===== config.mk =====
export PLATFORM = sky130hd
export DESIGN_NAME = idec_core
export DESIGN_NICKNAME = d
export VERILOG_FILES = /design/src/verilog/idec_pkg.sv /design/src/verilog/idec_timer.sv /design/src/verilog/idec_core.sv
export SDC_FILE = /design/constraint.sdc
export NUM_CORES = 1
export LEC_CHECK = 0
export ABC_AREA = 0
export ABC_CLOCK_PERIOD_IN_PS = 5400
export BUFFER_PORTS_ARGS = -buffer_cell sky130_fd_sc_hd__buf_2
export CELL_PAD_IN_SITES_DETAIL_PLACEMENT = 0
export CELL_PAD_IN_SITES_GLOBAL_PLACEMENT = 2
export CORE_UTILIZATION = 36
export CTS_BUF_LIST = sky130_fd_sc_hd__clkbuf_4 sky130_fd_sc_hd__clkbuf_8
export DETAILED_ROUTE_END_ITERATION = 7
export PLACE_DENSITY = 0.9
export SLEW_MARGIN = 30
export SYNTH_ARGS = -nofsm -noshare
export SYNTH_HDL_FRONTEND = slang
export SYNTH_HIERARCHICAL = 1
export SYNTH_SLANG_ARGS = --single-unit

===== constraint.sdc =====
create_clock -name clk_sys_in -period 5.4 [get_ports clk_sys_in]
set_input_delay 0.81 -clock clk_sys_in [delete_from_list [all_inputs] [get_ports clk_sys_in]]
set_output_delay 0.81 -clock clk_sys_in [all_outputs]
set_load 0.01 [all_outputs]

===== src/verilog/idec_pkg.sv =====
// Shared types and constants for the instruction decode and sequencing slice.
// Assumes byte-wide opcode delivery from a prefetch queue on the core clock.
package idec_pkg;

   localparam int CW = 13;

   // Opcodes and opcode groups
   localparam logic [7:0] OPC_SEGES = 8'h26, OPC_LOCK = 8'hf0, OPC_ENTER = 8'hc8,
      OPC_HLT = 8'hf4, OPC_GRP3B = 8'hf6, OPC_GRP3W = 8'hf7, OPC_IMULB = 8'h6b,
      OPC_IMULW = 8'h69, OPC_INIB = 8'he4, OPC_INIW = 8'he5, OPC_INDB = 8'hec,
      OPC_INDW = 8'hed, OPC_GRP4 = 8'hfe, OPC_GRP5 = 8'hff, OPC_INSB = 8'h6c,
      OPC_INSW = 8'h6d, OPC_INT3 = 8'hcc, OPC_INT = 8'hcd, OPC_INTO = 8'hce,
      OPC_JCXZ = 8'he3, OPC_JMPS = 8'heb, OPC_JMPN = 8'he9, OPC_JMPF = 8'hea,
      OPC_LAHF = 8'h9f, OPC_LDS = 8'hc5, OPC_LES = 8'hc4, OPC_LEA = 8'h8d,
      OPC_LEAVE = 8'hc9;
   localparam logic [4:0] OPC_INCR_HI = 5'h08;  // 40..47
   localparam logic [4:0] OPC_ESC_HI  = 5'h1b;  // d8..df
   localparam logic [3:0] OPC_JCC_HI  = 4'h7;   // 70..7f

   // Register-field selectors within the mod-reg-rm byte
   localparam logic [2:0] REG_INC = 3'h0, REG_JMPN = 3'h4, REG_JMPF = 3'h5,
      REG_IMUL = 3'h5, REG_IDIV = 3'h7;

   // Trap and interrupt vectors
   localparam logic [7:0] VEC_ESC = 8'h07, VEC_INT3 = 8'h03, VEC_INTO = 8'h04;

   // Execution lengths in core clock cycles; _n is the 8-bit-bus part
   localparam logic [CW-1:0] CYC_ENTER0 = 13'h00f, CYC_ENTER0_N = 13'h013,
      CYC_ENTER1 = 13'h019, CYC_ENTER1_N = 13'h01d, CYC_ENTERB = 13'h016,
      CYC_ENTERB_N = 13'h01a, CYC_ENTERS = 13'h010, CYC_ENTERS_N = 13'h014,
      CYC_ESC = 13'h02d, CYC_HLT = 13'h002,
      CYC_IDIVB_R = 13'h02c, CYC_IDIVB_M = 13'h032, CYC_IDIVW_R = 13'h035,
      CYC_IDIVW_M = 13'h03b, CYC_IDIVW_MN = 13'h03f,
      CYC_IMULB_R = 13'h019, CYC_IMULB_M = 13'h01f, CYC_IMULW_R = 13'h022,
      CYC_IMULW_M = 13'h028, CYC_IMULW_MN = 13'h02c,
      CYC_IMUL_I8 = 13'h016, CYC_IMUL_I16 = 13'h01d,
      CYC_IN_IMM = 13'h00a, CYC_IN_DX = 13'h008, CYC_IN_WN = 13'h004,
      CYC_INC_R = 13'h003, CYC_INC_M = 13'h00f, CYC_INC_MWN = 13'h013,
      CYC_INS = 13'h00e, CYC_INT3 = 13'h02d, CYC_INT = 13'h02f,
      CYC_INTO_T = 13'h030, CYC_INTO_F = 13'h004,
      CYC_JCC_T = 13'h00d, CYC_JCC_F = 13'h004,
      CYC_JCXZ_T = 13'h00f, CYC_JCXZ_F = 13'h005,
      CYC_JMP_D = 13'h00e, CYC_JMPN_R = 13'h00b, CYC_JMPN_M = 13'h011,
      CYC_JMPN_MN = 13'h015, CYC_JMPF_I = 13'h01a, CYC_JMPF_IN = 13'h022,
      CYC_LAHF = 13'h002, CYC_LPTR = 13'h012, CYC_LPTR_N = 13'h01a,
      CYC_LEA = 13'h006, CYC_LEAVE = 13'h008, CYC_LOCK = 13'h001,
      CYC_FOREIGN = 13'h001;

   typedef enum logic [4:0] {
      OP_FOREIGN  = 5'b00000, OP_ENTER = 5'b00001, OP_ESC   = 5'b00010,
      OP_HLT      = 5'b00011, OP_IDIV  = 5'b00100, OP_IMUL  = 5'b00101,
      OP_IMUL_IMM = 5'b00110, OP_IN    = 5'b00111, OP_INC   = 5'b01000,
      OP_INS      = 5'b01001, OP_INT   = 5'b01010, OP_INTO  = 5'b01011,
      OP_JCC      = 5'b01100, OP_JCXZ  = 5'b01101, OP_JMP   = 5'b01110,
      OP_LAHF     = 5'b01111, OP_LDS   = 5'b10000, OP_LES   = 5'b10001,
      OP_LEA      = 5'b10010, OP_LEAVE = 5'b10011
   } idec_op_e;

   typedef struct packed {
      logic of;
      logic sf;
      logic zf;
      logic pf;
      logic cf;
   } idec_flags_t;

   typedef struct packed {
      idec_op_e    op;
      logic [7:0]  opcode;
      logic [7:0]  modrm;
      logic [47:0] opnd;         // displacement bytes first, then immediates
      logic        seg_es;       // memory operand uses the extra segment
      logic        wide;
      logic        trap;         // vectored transfer is taken
      logic [7:0]  vector;
      logic        clr_if_tf;
      logic        flags_undef;  // arithmetic flags left undefined
      logic        taken;        // branch or trap condition met
   } idec_uop_t;

endpackage


===== src/verilog/idec_timer.sv =====
// Execution length timer: counts out an instruction's cycle budget.
// Assumes start_in only while idle and len_in of at least one.
`timescale 1ns/1ps
module idec_timer #(
   parameter int CW = 13
) (
   input  wire logic          clk_sys_in,
   input  wire logic          reset_in,
   input  wire logic          start_in,
   input  wire logic [CW-1:0] len_in,
   output logic               last_out
);
   localparam logic [CW-1:0] ONE = {{(CW-1){1'b0}}, 1'b1};

   logic [CW-1:0] rem_q;
   logic          run_q;

   assign last_out = run_q && (rem_q == ONE);

   always_ff @(posedge clk_sys_in) begin
      if (reset_in) begin
         rem_q <= '0;
         run_q <= 1'b0;
      end else if (start_in) begin
         rem_q <= len_in;
         run_q <= 1'b1;
      end else if (run_q) begin
         rem_q <= rem_q - ONE;
         run_q <= !last_out;
      end
   end
endmodule


===== src/verilog/idec_core.sv =====
// Decoder and sequencer for the enter-through-lock opcode slice.
// Assumes a byte prefetch queue with valid/ready and a datapath that
// consumes one decoded operation per uop_valid_out pulse.
// Behaviour
// (RULE1) Enter with level zero runs 15 cycles, 19 on the narrow bus.
// (RULE2) Nested enter: 22+16(n-1); level one takes 25, narrow 29.
// (RULE3) Prefix 26 forces extra segment on next memory operand; flags unchanged.
// (RULE4) Escapes d8..df raise trap 7 and clear interrupt-enable and trap flags.
// (RULE5) Halt stops execution after 2 cycles until an interrupt or reset.
// (RULE6) Signed divide f6/f7 reg 7: quotient/remainder to fixed registers, flags undefined.
// (RULE7) Immediate multiply: 6b takes 22-25, 69 takes 29-32; only of, cf defined.
// (RULE8) Port input e4/e5 10 cycles, ec/ed 8; narrow word forms add 4.
// (RULE9) Increment from fe /0, ff /0, 40+reg; register form takes 3 cycles.
// (RULE10) String input 6c/6d reads port at dx, stores at es:di, 14 cycles.
// (RULE11) Cc raises type 3 in 45, cd immediate type in 47; clear if, tf.
// (RULE12) Ce raises type 4 only with overflow set: 48 taken, 4 otherwise.
// (RULE13) Conditional short jumps take 13 cycles taken, 4 not taken.
// (RULE14) Jump codes 77 above, 73 no carry, 72 carry, 76 below-equal, 74 zero.
// (RULE15) Codes 7f,7d,7e,70,7a,7b,78,79 test sign, overflow, parity as named.
// (RULE16) E3 branches when cx is zero: 15 taken, 5 not; flags untouched.
// (RULE17) Jumps eb, e9, ff/4, ea, ff/5; direct 14 cycles, far indirect 26.
// (RULE18) 9f copies low flag byte to ah in 2 cycles, flags unchanged.
// (RULE19) C5/c4 load register plus ds/es from memory: 18 cycles, narrow 26.
// (RULE20) 8d writes effective address to a register in 6, no memory access.
// (RULE21) C9 tears down the stack frame in 8 cycles on both parts.
// (RULE22) Prefix f0 holds bus lock low through next instruction, costs 1 cycle.
`timescale 1ns/1ps
module idec_core #(
   parameter bit NARROW_BUS = 1'b0
) (
   input  wire logic                 clk_sys_in,
   input  wire logic                 reset_in,
   input  wire logic [7:0]           qbyte_in,
   input  wire logic                 qvalid_in,
   output logic                      qready_out,
   input  wire idec_pkg::idec_flags_t flags_in,
   input  wire logic                 cx_zero_in,
   input  wire logic                 intr_in,
   output idec_pkg::idec_uop_t       uop_out,
   output logic                      uop_valid_out,
   output logic                      done_out,
   output logic                      halted_out,
   output logic                      lock_n_out
);
   import idec_pkg::*;

   typedef enum logic [2:0] {
      S_OPC = 3'b000, S_MODRM = 3'b001, S_OPND = 3'b010,
      S_LOCKP = 3'b011, S_EXEC = 3'b100, S_HALT = 3'b101
   } idec_state_t;

   idec_state_t   state_q, state_d;
   logic [7:0]    opc_q, modrm_q;
   logic [47:0]   opnd_q, opnd_nx;
   logic [2:0]    idx_q, left_q;
   logic          es_q, lock_n_q, uop_valid_q;
   idec_uop_t     uop_q, uop_nx;
   logic          tmr_last;

   function automatic logic [2:0] imm_len(input logic [7:0] b);
      if (b == OPC_ENTER) return 3'h3;
      else if (b == OPC_JMPF) return 3'h4;
      else if (b == OPC_IMULW || b == OPC_JMPN) return 3'h2;
      else if (b == OPC_IMULB || b == OPC_INIB || b == OPC_INIW || b == OPC_INT ||
               b[7:4] == OPC_JCC_HI || b == OPC_JCXZ || b == OPC_JMPS) return 3'h1;
      else return 3'h0;
   endfunction

   function automatic logic has_modrm(input logic [7:0] b);
      return b == OPC_GRP4 || b == OPC_GRP5 || b == OPC_GRP3B || b == OPC_GRP3W ||
             b[7:3] == OPC_ESC_HI || b == OPC_LEA || b == OPC_LDS || b == OPC_LES ||
             b == OPC_IMULW || b == OPC_IMULB;
   endfunction

   function automatic logic [2:0] disp_len(input logic [7:0] m);
      if (m[7:6] == 2'b01) return 3'h1;
      else if (m[7:6] == 2'b10 || (m[7:6] == 2'b00 && m[2:0] == 3'h6)) return 3'h2;
      else return 3'h0;
   endfunction

   // Condition on the low nibble of a short conditional jump
   function automatic logic jcc_true(input logic [3:0] c, input idec_flags_t f);
      logic r;
      r = 1'b0;
      case (c[3:1])
         3'h0: r = f.of;                    // [RULE15]
         3'h1: r = f.cf;                    // [RULE14]
         3'h2: r = f.zf;                    // [RULE14]
         3'h3: r = f.cf | f.zf;             // [RULE14]
         3'h4: r = f.sf;                    // [RULE15]
         3'h5: r = f.pf;                    // [RULE15]
         3'h6: r = f.sf ^ f.of;             // [RULE15]
         default: r = f.zf | (f.sf ^ f.of); // [RULE15]
      endcase
      return r ^ c[0];
   endfunction

   function automatic idec_op_e decode(input logic [7:0] b, input logic [7:0] m);
      idec_op_e o;
      o = OP_FOREIGN;
      if (b == OPC_ENTER) o = OP_ENTER;
      else if (b[7:3] == OPC_ESC_HI) o = OP_ESC;
      else if (b == OPC_HLT) o = OP_HLT;
      else if ((b == OPC_GRP3B || b == OPC_GRP3W) && m[5:3] == REG_IDIV) o = OP_IDIV;
      else if ((b == OPC_GRP3B || b == OPC_GRP3W) && m[5:3] == REG_IMUL) o = OP_IMUL;
      else if (b == OPC_IMULB || b == OPC_IMULW) o = OP_IMUL_IMM;
      else if (b == OPC_INIB || b == OPC_INIW || b == OPC_INDB || b == OPC_INDW) o = OP_IN;
      else if ((b == OPC_GRP4 || b == OPC_GRP5) && m[5:3] == REG_INC) o = OP_INC; // [RULE9]
      else if (b[7:3] == OPC_INCR_HI) o = OP_INC;                                   // [RULE9]
      else if (b == OPC_INSB || b == OPC_INSW) o = OP_INS;
      else if (b == OPC_INT3 || b == OPC_INT) o = OP_INT;
      else if (b == OPC_INTO) o = OP_INTO;
      else if (b[7:4] == OPC_JCC_HI) o = OP_JCC;
      else if (b == OPC_JCXZ) o = OP_JCXZ;
      else if (b == OPC_JMPS || b == OPC_JMPN || b == OPC_JMPF) o = OP_JMP;          // [RULE17]
      else if (b == OPC_GRP5 && (m[5:3] == REG_JMPN || m[5:3] == REG_JMPF)) o = OP_JMP;
      else if (b == OPC_LAHF) o = OP_LAHF;
      else if (b == OPC_LDS) o = OP_LDS;
      else if (b == OPC_LES) o = OP_LES;
      else if (b == OPC_LEA) o = OP_LEA;
      else if (b == OPC_LEAVE) o = OP_LEAVE;
      return o;
   endfunction

   function automatic logic [CW-1:0] exec_len(input idec_op_e o, input logic [7:0] b,
         input logic [7:0] m, input logic [7:0] lvl, input logic tk);
      logic          mem;
      logic          wn;
      logic [CW-1:0] nm1;
      logic [CW-1:0] n;
      mem = (m[7:6] != 2'b11);
      wn  = NARROW_BUS && b[0];
      nm1 = {5'h00, lvl} - 13'h001;
      n   = CYC_FOREIGN;
      case (o)
         OP_ENTER:
            if (lvl == 8'h00) n = NARROW_BUS ? CYC_ENTER0_N : CYC_ENTER0;       // [RULE1]
            else if (lvl == 8'h01) n = NARROW_BUS ? CYC_ENTER1_N : CYC_ENTER1;  // [RULE2]
            else if (NARROW_BUS) n = CYC_ENTERB_N + CW'(CYC_ENTERS_N * nm1);    // [RULE2]
            else n = CYC_ENTERB + CW'(CYC_ENTERS * nm1);                        // [RULE2]
         OP_ESC: n = CYC_ESC;
         OP_HLT: n = CYC_HLT;                                                   // [RULE5]
         OP_IDIV:
            if (!b[0]) n = mem ? CYC_IDIVB_M : CYC_IDIVB_R;
            else n = !mem ? CYC_IDIVW_R : (NARROW_BUS ? CYC_IDIVW_MN : CYC_IDIVW_M);
         OP_IMUL:
            if (!b[0]) n = mem ? CYC_IMULB_M : CYC_IMULB_R;
            else n = !mem ? CYC_IMULW_R : (NARROW_BUS ? CYC_IMULW_MN : CYC_IMULW_M);
         OP_IMUL_IMM: n = (b == OPC_IMULB) ? CYC_IMUL_I8 : CYC_IMUL_I16;       // [RULE7]
         OP_IN: n = (b[3] ? CYC_IN_DX : CYC_IN_IMM) + (wn ? CYC_IN_WN : '0);  // [RULE8]
         OP_INC:
            if (b[7:3] == OPC_INCR_HI || !mem) n = CYC_INC_R;                   // [RULE9]
            else n = wn ? CYC_INC_MWN : CYC_INC_M;
         OP_INS: n = CYC_INS;                                                   // [RULE10]
         OP_INT: n = (b == OPC_INT3) ? CYC_INT3 : CYC_INT;                      // [RULE11]
         OP_INTO: n = tk ? CYC_INTO_T : CYC_INTO_F;                             // [RULE12]
         OP_JCC: n = tk ? CYC_JCC_T : CYC_JCC_F;                                // [RULE13]
         OP_JCXZ: n = tk ? CYC_JCXZ_T : CYC_JCXZ_F;                             // [RULE16]
         OP_JMP:
            if (b != OPC_GRP5) n = CYC_JMP_D;                                   // [RULE17]
            else if (m[5:3] == REG_JMPF) n = NARROW_BUS ? CYC_JMPF_IN : CYC_JMPF_I;
            else if (!mem) n = CYC_JMPN_R;
            else n = NARROW_BUS ? CYC_JMPN_MN : CYC_JMPN_M;
         OP_LAHF: n = CYC_LAHF;                                                 // [RULE18]
         OP_LDS, OP_LES: n = NARROW_BUS ? CYC_LPTR_N : CYC_LPTR;                // [RULE19]
         OP_LEA: n = CYC_LEA;                                                   // [RULE20]
         OP_LEAVE: n = CYC_LEAVE;                                               // [RULE21]
         default: n = CYC_FOREIGN;
      endcase
      return n;
   endfunction

   // Decode inputs: the byte being taken now stands in for its register
   wire        take     = qvalid_in && qready_out;
   wire [7:0]  cur_opc  = (state_q == S_OPC) ? qbyte_in : opc_q;
   wire [7:0]  cur_mrm  = (state_q == S_MODRM) ? qbyte_in : modrm_q;
   wire        pfx_es   = (state_q == S_OPC) && (qbyte_in == OPC_SEGES);
   wire        pfx_lock = (state_q == S_OPC) && (qbyte_in == OPC_LOCK);
   wire [2:0]  ilen     = imm_len(qbyte_in);
   wire [2:0]  mlen     = imm_len(opc_q) + disp_len(qbyte_in);
   wire        lock_go  = take && pfx_lock;
   wire        start    = take && ((state_q == S_OPC && !pfx_es && !pfx_lock &&
                                    !has_modrm(qbyte_in) && ilen == 3'h0) ||
                                   (state_q == S_MODRM && mlen == 3'h0) ||
                                   (state_q == S_OPND && left_q == 3'h1));
   wire idec_op_e op_nx = decode(cur_opc, cur_mrm);
   wire        taken_nx = (op_nx == OP_JCC) ? jcc_true(cur_opc[3:0], flags_in) :
                          (op_nx == OP_JCXZ) ? cx_zero_in :                  // [RULE16]
                          (op_nx == OP_INTO) ? flags_in.of :                 // [RULE12]
                          (op_nx == OP_INT || op_nx == OP_ESC || op_nx == OP_JMP);
   wire [CW-1:0] len_nx = exec_len(op_nx, cur_opc, cur_mrm, opnd_nx[23:16], taken_nx);
   wire [CW-1:0] tmr_len = lock_go ? CYC_LOCK : len_nx;                      // [RULE22]

   always_comb begin
      opnd_nx = opnd_q;
      if (state_q == S_OPND) begin
         opnd_nx[{idx_q, 3'b000} +: 8] = qbyte_in;
      end
   end

   always_comb begin
      uop_nx             = '0;
      uop_nx.op          = op_nx;
      uop_nx.opcode      = cur_opc;
      uop_nx.modrm       = cur_mrm;
      uop_nx.opnd        = opnd_nx;
      uop_nx.seg_es      = es_q;                                             // [RULE3]
      uop_nx.wide        = cur_opc[0] || (cur_opc[7:3] == OPC_INCR_HI);
      uop_nx.taken       = taken_nx;
      uop_nx.flags_undef = (op_nx == OP_IDIV) || (op_nx == OP_IMUL_IMM);     // [RULE6] [RULE7]
      uop_nx.trap        = (op_nx == OP_ESC) || (op_nx == OP_INT) ||
                           (op_nx == OP_INTO && taken_nx);
      uop_nx.clr_if_tf   = uop_nx.trap;                                      // [RULE4] [RULE11]
      if (op_nx == OP_ESC) uop_nx.vector = VEC_ESC;                          // [RULE4]
      else if (cur_opc == OPC_INT3) uop_nx.vector = VEC_INT3;                // [RULE11]
      else if (cur_opc == OPC_INT) uop_nx.vector = opnd_nx[7:0];             // [RULE11]
      else if (op_nx == OP_INTO) uop_nx.vector = VEC_INTO;                   // [RULE12]
   end

   always_comb begin
      state_d = state_q;
      case (state_q)
         S_OPC:
            if (take) begin
               if (pfx_es) state_d = S_OPC;                                  // [RULE3]
               else if (pfx_lock) state_d = S_LOCKP;                         // [RULE22]
               else if (has_modrm(qbyte_in)) state_d = S_MODRM;
               else if (ilen != 3'h0) state_d = S_OPND;
               else state_d = S_EXEC;
            end
         S_MODRM: if (take) state_d = (mlen == 3'h0) ? S_EXEC : S_OPND;
         S_OPND: if (take && left_q == 3'h1) state_d = S_EXEC;
         S_LOCKP: if (tmr_last) state_d = S_OPC;
         S_EXEC:
            if (tmr_last) state_d = (uop_q.op == OP_HLT) ? S_HALT : S_OPC;   // [RULE5]
         S_HALT: if (intr_in) state_d = S_OPC;                               // [RULE5]
         default: state_d = S_OPC;
      endcase
   end

   assign qready_out    = (state_q == S_OPC) || (state_q == S_MODRM) || (state_q == S_OPND);
   assign done_out      = (state_q == S_EXEC) && tmr_last;
   assign halted_out    = (state_q == S_HALT);
   assign uop_out       = uop_q;
   assign uop_valid_out = uop_valid_q;
   assign lock_n_out    = lock_n_q;

   idec_timer #(.CW(CW)) u_timer (
      .clk_sys_in (clk_sys_in),
      .reset_in   (reset_in),
      .start_in   (start || lock_go),
      .len_in     (tmr_len),
      .last_out   (tmr_last)
   );

   always_ff @(posedge clk_sys_in) begin
      if (reset_in) begin
         state_q     <= S_OPC;
         opc_q       <= 8'h00;
         modrm_q     <= 8'h00;
         opnd_q      <= '0;
         idx_q       <= 3'h0;
         left_q      <= 3'h0;
         uop_q       <= '0;
         uop_valid_q <= 1'b0;
      end else begin
         state_q     <= state_d;
         uop_valid_q <= start;
         if (take && state_q == S_OPC) begin
            opc_q   <= qbyte_in;
            modrm_q <= 8'h00;
            opnd_q  <= '0;
            idx_q   <= 3'h0;
            left_q  <= ilen;
         end
         if (take && state_q == S_MODRM) begin
            modrm_q <= qbyte_in;
            left_q  <= mlen;
         end
         if (take && state_q == S_OPND) begin
            opnd_q <= opnd_nx;
            idx_q  <= idx_q + 3'h1;
            left_q <= left_q - 3'h1;
         end
         if (start) uop_q <= uop_nx;
      end
   end

   // Prefix state lives until the following instruction finishes
   always_ff @(posedge clk_sys_in) begin
      if (reset_in) begin
         es_q     <= 1'b0;
         lock_n_q <= 1'b1;
      end else if (done_out) begin
         es_q     <= 1'b0;
         lock_n_q <= 1'b1;
      end else if (take) begin
         if (pfx_es) es_q <= 1'b1;                                           // [RULE3]
         if (pfx_lock) lock_n_q <= 1'b0;                                     // [RULE22]
      end
   end

   wire lvl0 = uop_q.op == OP_ENTER && uop_q.opnd[23:16] == 8'h00;
   wire lvl1 = uop_q.op == OP_ENTER && uop_q.opnd[23:16] == 8'h01;
endmodule


==> impl_metrics.csv <==
group,metric,value,unit
logic_synthesis,ys_top_cells_by_area,"dfxtp_1 35%, a21oi_1 7.5%, nor2_1 5.3%, nand2_1 4.8%, a211oi_1 3.5%",
layout,stdcell_count,1640,
sta,post-route-period-util,85.7,%
hold_path,holdCritPathClass,"flip-flop to flip-flop",
clock_network,worst_skew_pair.late_latency,0.48,ns
layout,seq_area,3440,um2
floorplanning,ioPinCount,106,
logic_synthesis,synth.avg_cell_area,7.76,um2
detailed_routing,drc,7,
clock_network,ctsHoldBuffers,0,
power,p_leak,4.06,nW
logic_synthesis,ys_seq_area_share,35.3,%
logic_synthesis,ys_warn_count,6,
worst_setup_path,startpoint_type,"flip-flop",
power,power.internal,2.42,mW
floorplanning,dieHeight,167,um
detailed_routing,wl_per_cell,21.1,um
sta,slew_violations,0,
placed_design,portBuffers,105,
clock_network,cts_tree,"built",
placed_design,place_inst,1608,
floorplanning,initial_core_util,37.1,%
detailed_routing,ant_nets,0,
status,violations,"design-rule violations",
clock_network,cts_sinks,172,
clock_network,clk_path_buf_depth,2,
power,clockPowerShare,28.4,%
sta,rsz0062_at_grt,"no",
worst_setup_path,slowest_delay,0.60,ns
detailed_routing,postRouteWirelength,34600,um
layout,postLayoutCoreUtil,41.6,%
layout,final_common_cell,"dfxtp_1",
detailed_routing,dr.pass1.iters,7,
placed_design,dp_slack,0.882,ns
sta,max_slew_margin,36.0,%
clock_network,clock-root-buffer,"clkbuf_8",
global_routing,grt_max_degree,78,
clock_network,path_clk_slew,0.11,ns
detailed_routing,vias,9998,
logic_synthesis,synthFlopType,"dfxtp_1",
worst_setup_path,cp_cell_sequence,"nand4bb_1 > or2_2 > o31ai_1 > ha_1 > inv_1 > fa_1 > or4_4 > a2111oi_4 > a21oi_2 > o21ai_4 > nand2_1 > nand2_1 > inv_1 > nor2_1 > a311oi_1",
sta,fin_crit,4.63,ns
sta,fmax,0.216,GHz
logic_synthesis,yosys_register_bits,172,
detailed_routing,avgViaCountPerCell,6.10,
global_routing,grtUsageTotal,24.6,%
worst_setup_path,criticalPathCategory,"flip-flop to flip-flop",
sta,setup-violations-final,0,
sta,fin_ws,0.773,ns
floorplanning,num_rows,59,
floorplanning,die_area,27700,um2
clock_network,post_cts_buffers,0,
global_routing,gr-total-overflow,0,
layout,area_growth_syn_to_layout,12.2,%
power,p_switching,1.50,mW
clock_network,htree_levels,4,
logic_synthesis,ys_types,80,
sta,setup_tns,0,ns
sta,worstMarginPinSlew,0.949,ns
layout,multi_input_area,5770,um2
power,seqPwrFrac,39.7,%
logic_synthesis,synth_top_area_cell,"dfxtp_1",
clock_network,post_cts_resized,0,
worst_setup_path,crit_fanout,22,
detailed_routing,drtIter0Drc,843,
global_routing,grt_first_pass_wirelength,53900,um
worst_setup_path,endpoint_kind,"flip-flop",
worst_setup_path,cp.arrival,4.94,ns
worst_setup_path,crit_family,"simple AND/OR/NAND/NOR gates",
run,maxCapViolCount,0,
power,comb_power_share,32.0,%
sta,hold_viol_final,0,
sta,fin_skew,0.0193,ns
layout,antenna_cells,0,
worst_setup_path,path_buf_inv,2,
logic_synthesis,synth-edff-count,0,
floorplanning,core-area,26300,um2
clock_network,numCtsBuffers,17,
power,max-vdd-ir-drop,0.171,mV
placed_design,globalplace.congestion,0.909,
logic_synthesis,synthArstFlopShare,0,%
layout,layout.cells.most_common_list,"172 x dfxtp_1, 147 x a21oi_1, 138 x nor2_1, 124 x nand2_1, 104 x buf_2",
worst_setup_path,crit_slowest_cell,"dfxtp_1",
floorplanning,die_x,167,um
global_routing,grt_pass1_vias,9183,
layout,final_nets,1324,
power,p_per_area,358,nW/um2
placed_design,hpwl,22900,um
worst_setup_path,required,5.72,ns
logic_synthesis,synth_top_area_share,35.3,%
status,outcome,"finished, violations left",
global_routing,antenna_found_initial,0,
logic_synthesis,synth_nets,1289,
layout,fillers,2690,
power,finalPower,3.92,mW
power,sw_frac_of_total,38.2,%
logic_synthesis,synth_cells,1257,
layout,final_layout_size_suffix_gt1_share,15.1,%
logic_synthesis,syn_area,9750,um2
[power by group through the flow]
stage	Combinational (mW)	Clock, mW	Sequential, mW
CTS	1.24	1.13	1.55
global placement	1.23	0	1.58
finish	1.25	1.11	1.55
floorplan	0.802	0	1.60
global route	1.36	1.18	1.58
detailed placement	1.24	0	1.58
[synthesized netlist by cell type (4+ instances only)]
master / count
and3_1: 9
or2_2: 9
mux2i_1: 30
nand2b_1: 15
nand3_1: 38
inv_1: 19
xnor2_1: 10
xor2_1: 5
or4_1: 14
o21ai_0: 35
nand2_1: 124
nor4_1: 27
a31oi_1: 5
a21oi_1: 147
o21ai_1: 4
dfxtp_1: 172
o31ai_1: 13
ha_1: 13
buf_1: 4
a311oi_1: 36
o211ai_1: 8
nor2b_1: 9
nor3b_1: 7
and2_1: 11
buf_2: 25
nand4_1: 9
nor4b_1: 9
nor2_1: 138
nand3b_1: 8
a22oi_1: 45
nor3_1: 33
a211oi_1: 45
mux2_2: 4
nand4b_1: 9
clkbuf_1: 85
or3_1: 9
o22ai_1: 6
[routing by layer]
layer	GRT usage, %	share of wire, %	up-vias
li1	-	-	4711
met1	36.1	48	4835
met2	36.6	43	402
met3	3.61	6.2	50
met4	8.29	2.1	0
met5	0	0	-
[state kept, by name, summed over array words and instances (netlist names)]
| register | flops |
|---|---|
| modrm_q | 8 |
| es_q | 1 |
| uop_valid_out | 1 |
| state_q | 3 |
| idx_q | 3 |
| left_q | 3 |
| lock_n_out | 1 |
| u_timer/run_q | 1 |
| opc_q | 8 |
| uop_out | 82 |
| opnd_q | 48 |
| u_timer/rem_q | 13 |
[cell families after synthesis]
| logic type | synth area share, % |
|---|---|
| simple gates | 26.0 |
| compound gates | 25.7 |
| flops | 35.3 |
| buf+inv | 5.71 |
| mux | 3.80 |
| xor+xnor | 1.51 |
| fa+ha+maj | 1.87 |
[through the flow]
step                      hold slack, ns  area [um2]
after floorplan                    0.443        9750
after global placement             0.444       10500
after detailed placement           0.462       10500
after CTS                          0.476       10900
after global routing               0.486       10900
final                              0.473       10900
[path summary, 6_finish.rpt]
| kind | startpoint | endpoint | slack [ns] | cells after the start |
|---|---|---|---|---|
| worst max-delay path | opc_q[6] | u_timer/rem_q[9] | 0.77 | 15 |
| worst min-delay path | uop_out[6] | uop_out[6] | 0.47 | 2 |
| worst max register to register | opc_q[6] | u_timer/rem_q[9] | 0.77 | 15 |
| worst min register to register | uop_out[6] | uop_out[6] | 0.47 | 2 |
[final cells by class]
| cell class | instances | area share (%) |
|---|---|---|
| clock inverters | 14 | 2.15 |
| multi-input cells | 948 | 52.7 |
| clock buffers | 18 | 2.21 |
| repair buffers | 132 | 6.91 |
| well taps | 335 | 3.83 |
| inverters | 21 | 0.720 |
| flip-flops and latches | 172 | 31.5 |
[worst min-delay path, cell delays in order, from the launching register on]
cell,delay [ns]
dfxtp_1,0.32
o21ai_0,0.06
a21oi_1,0.06
No activity file was read; power rests on OpenSTA's default activity.
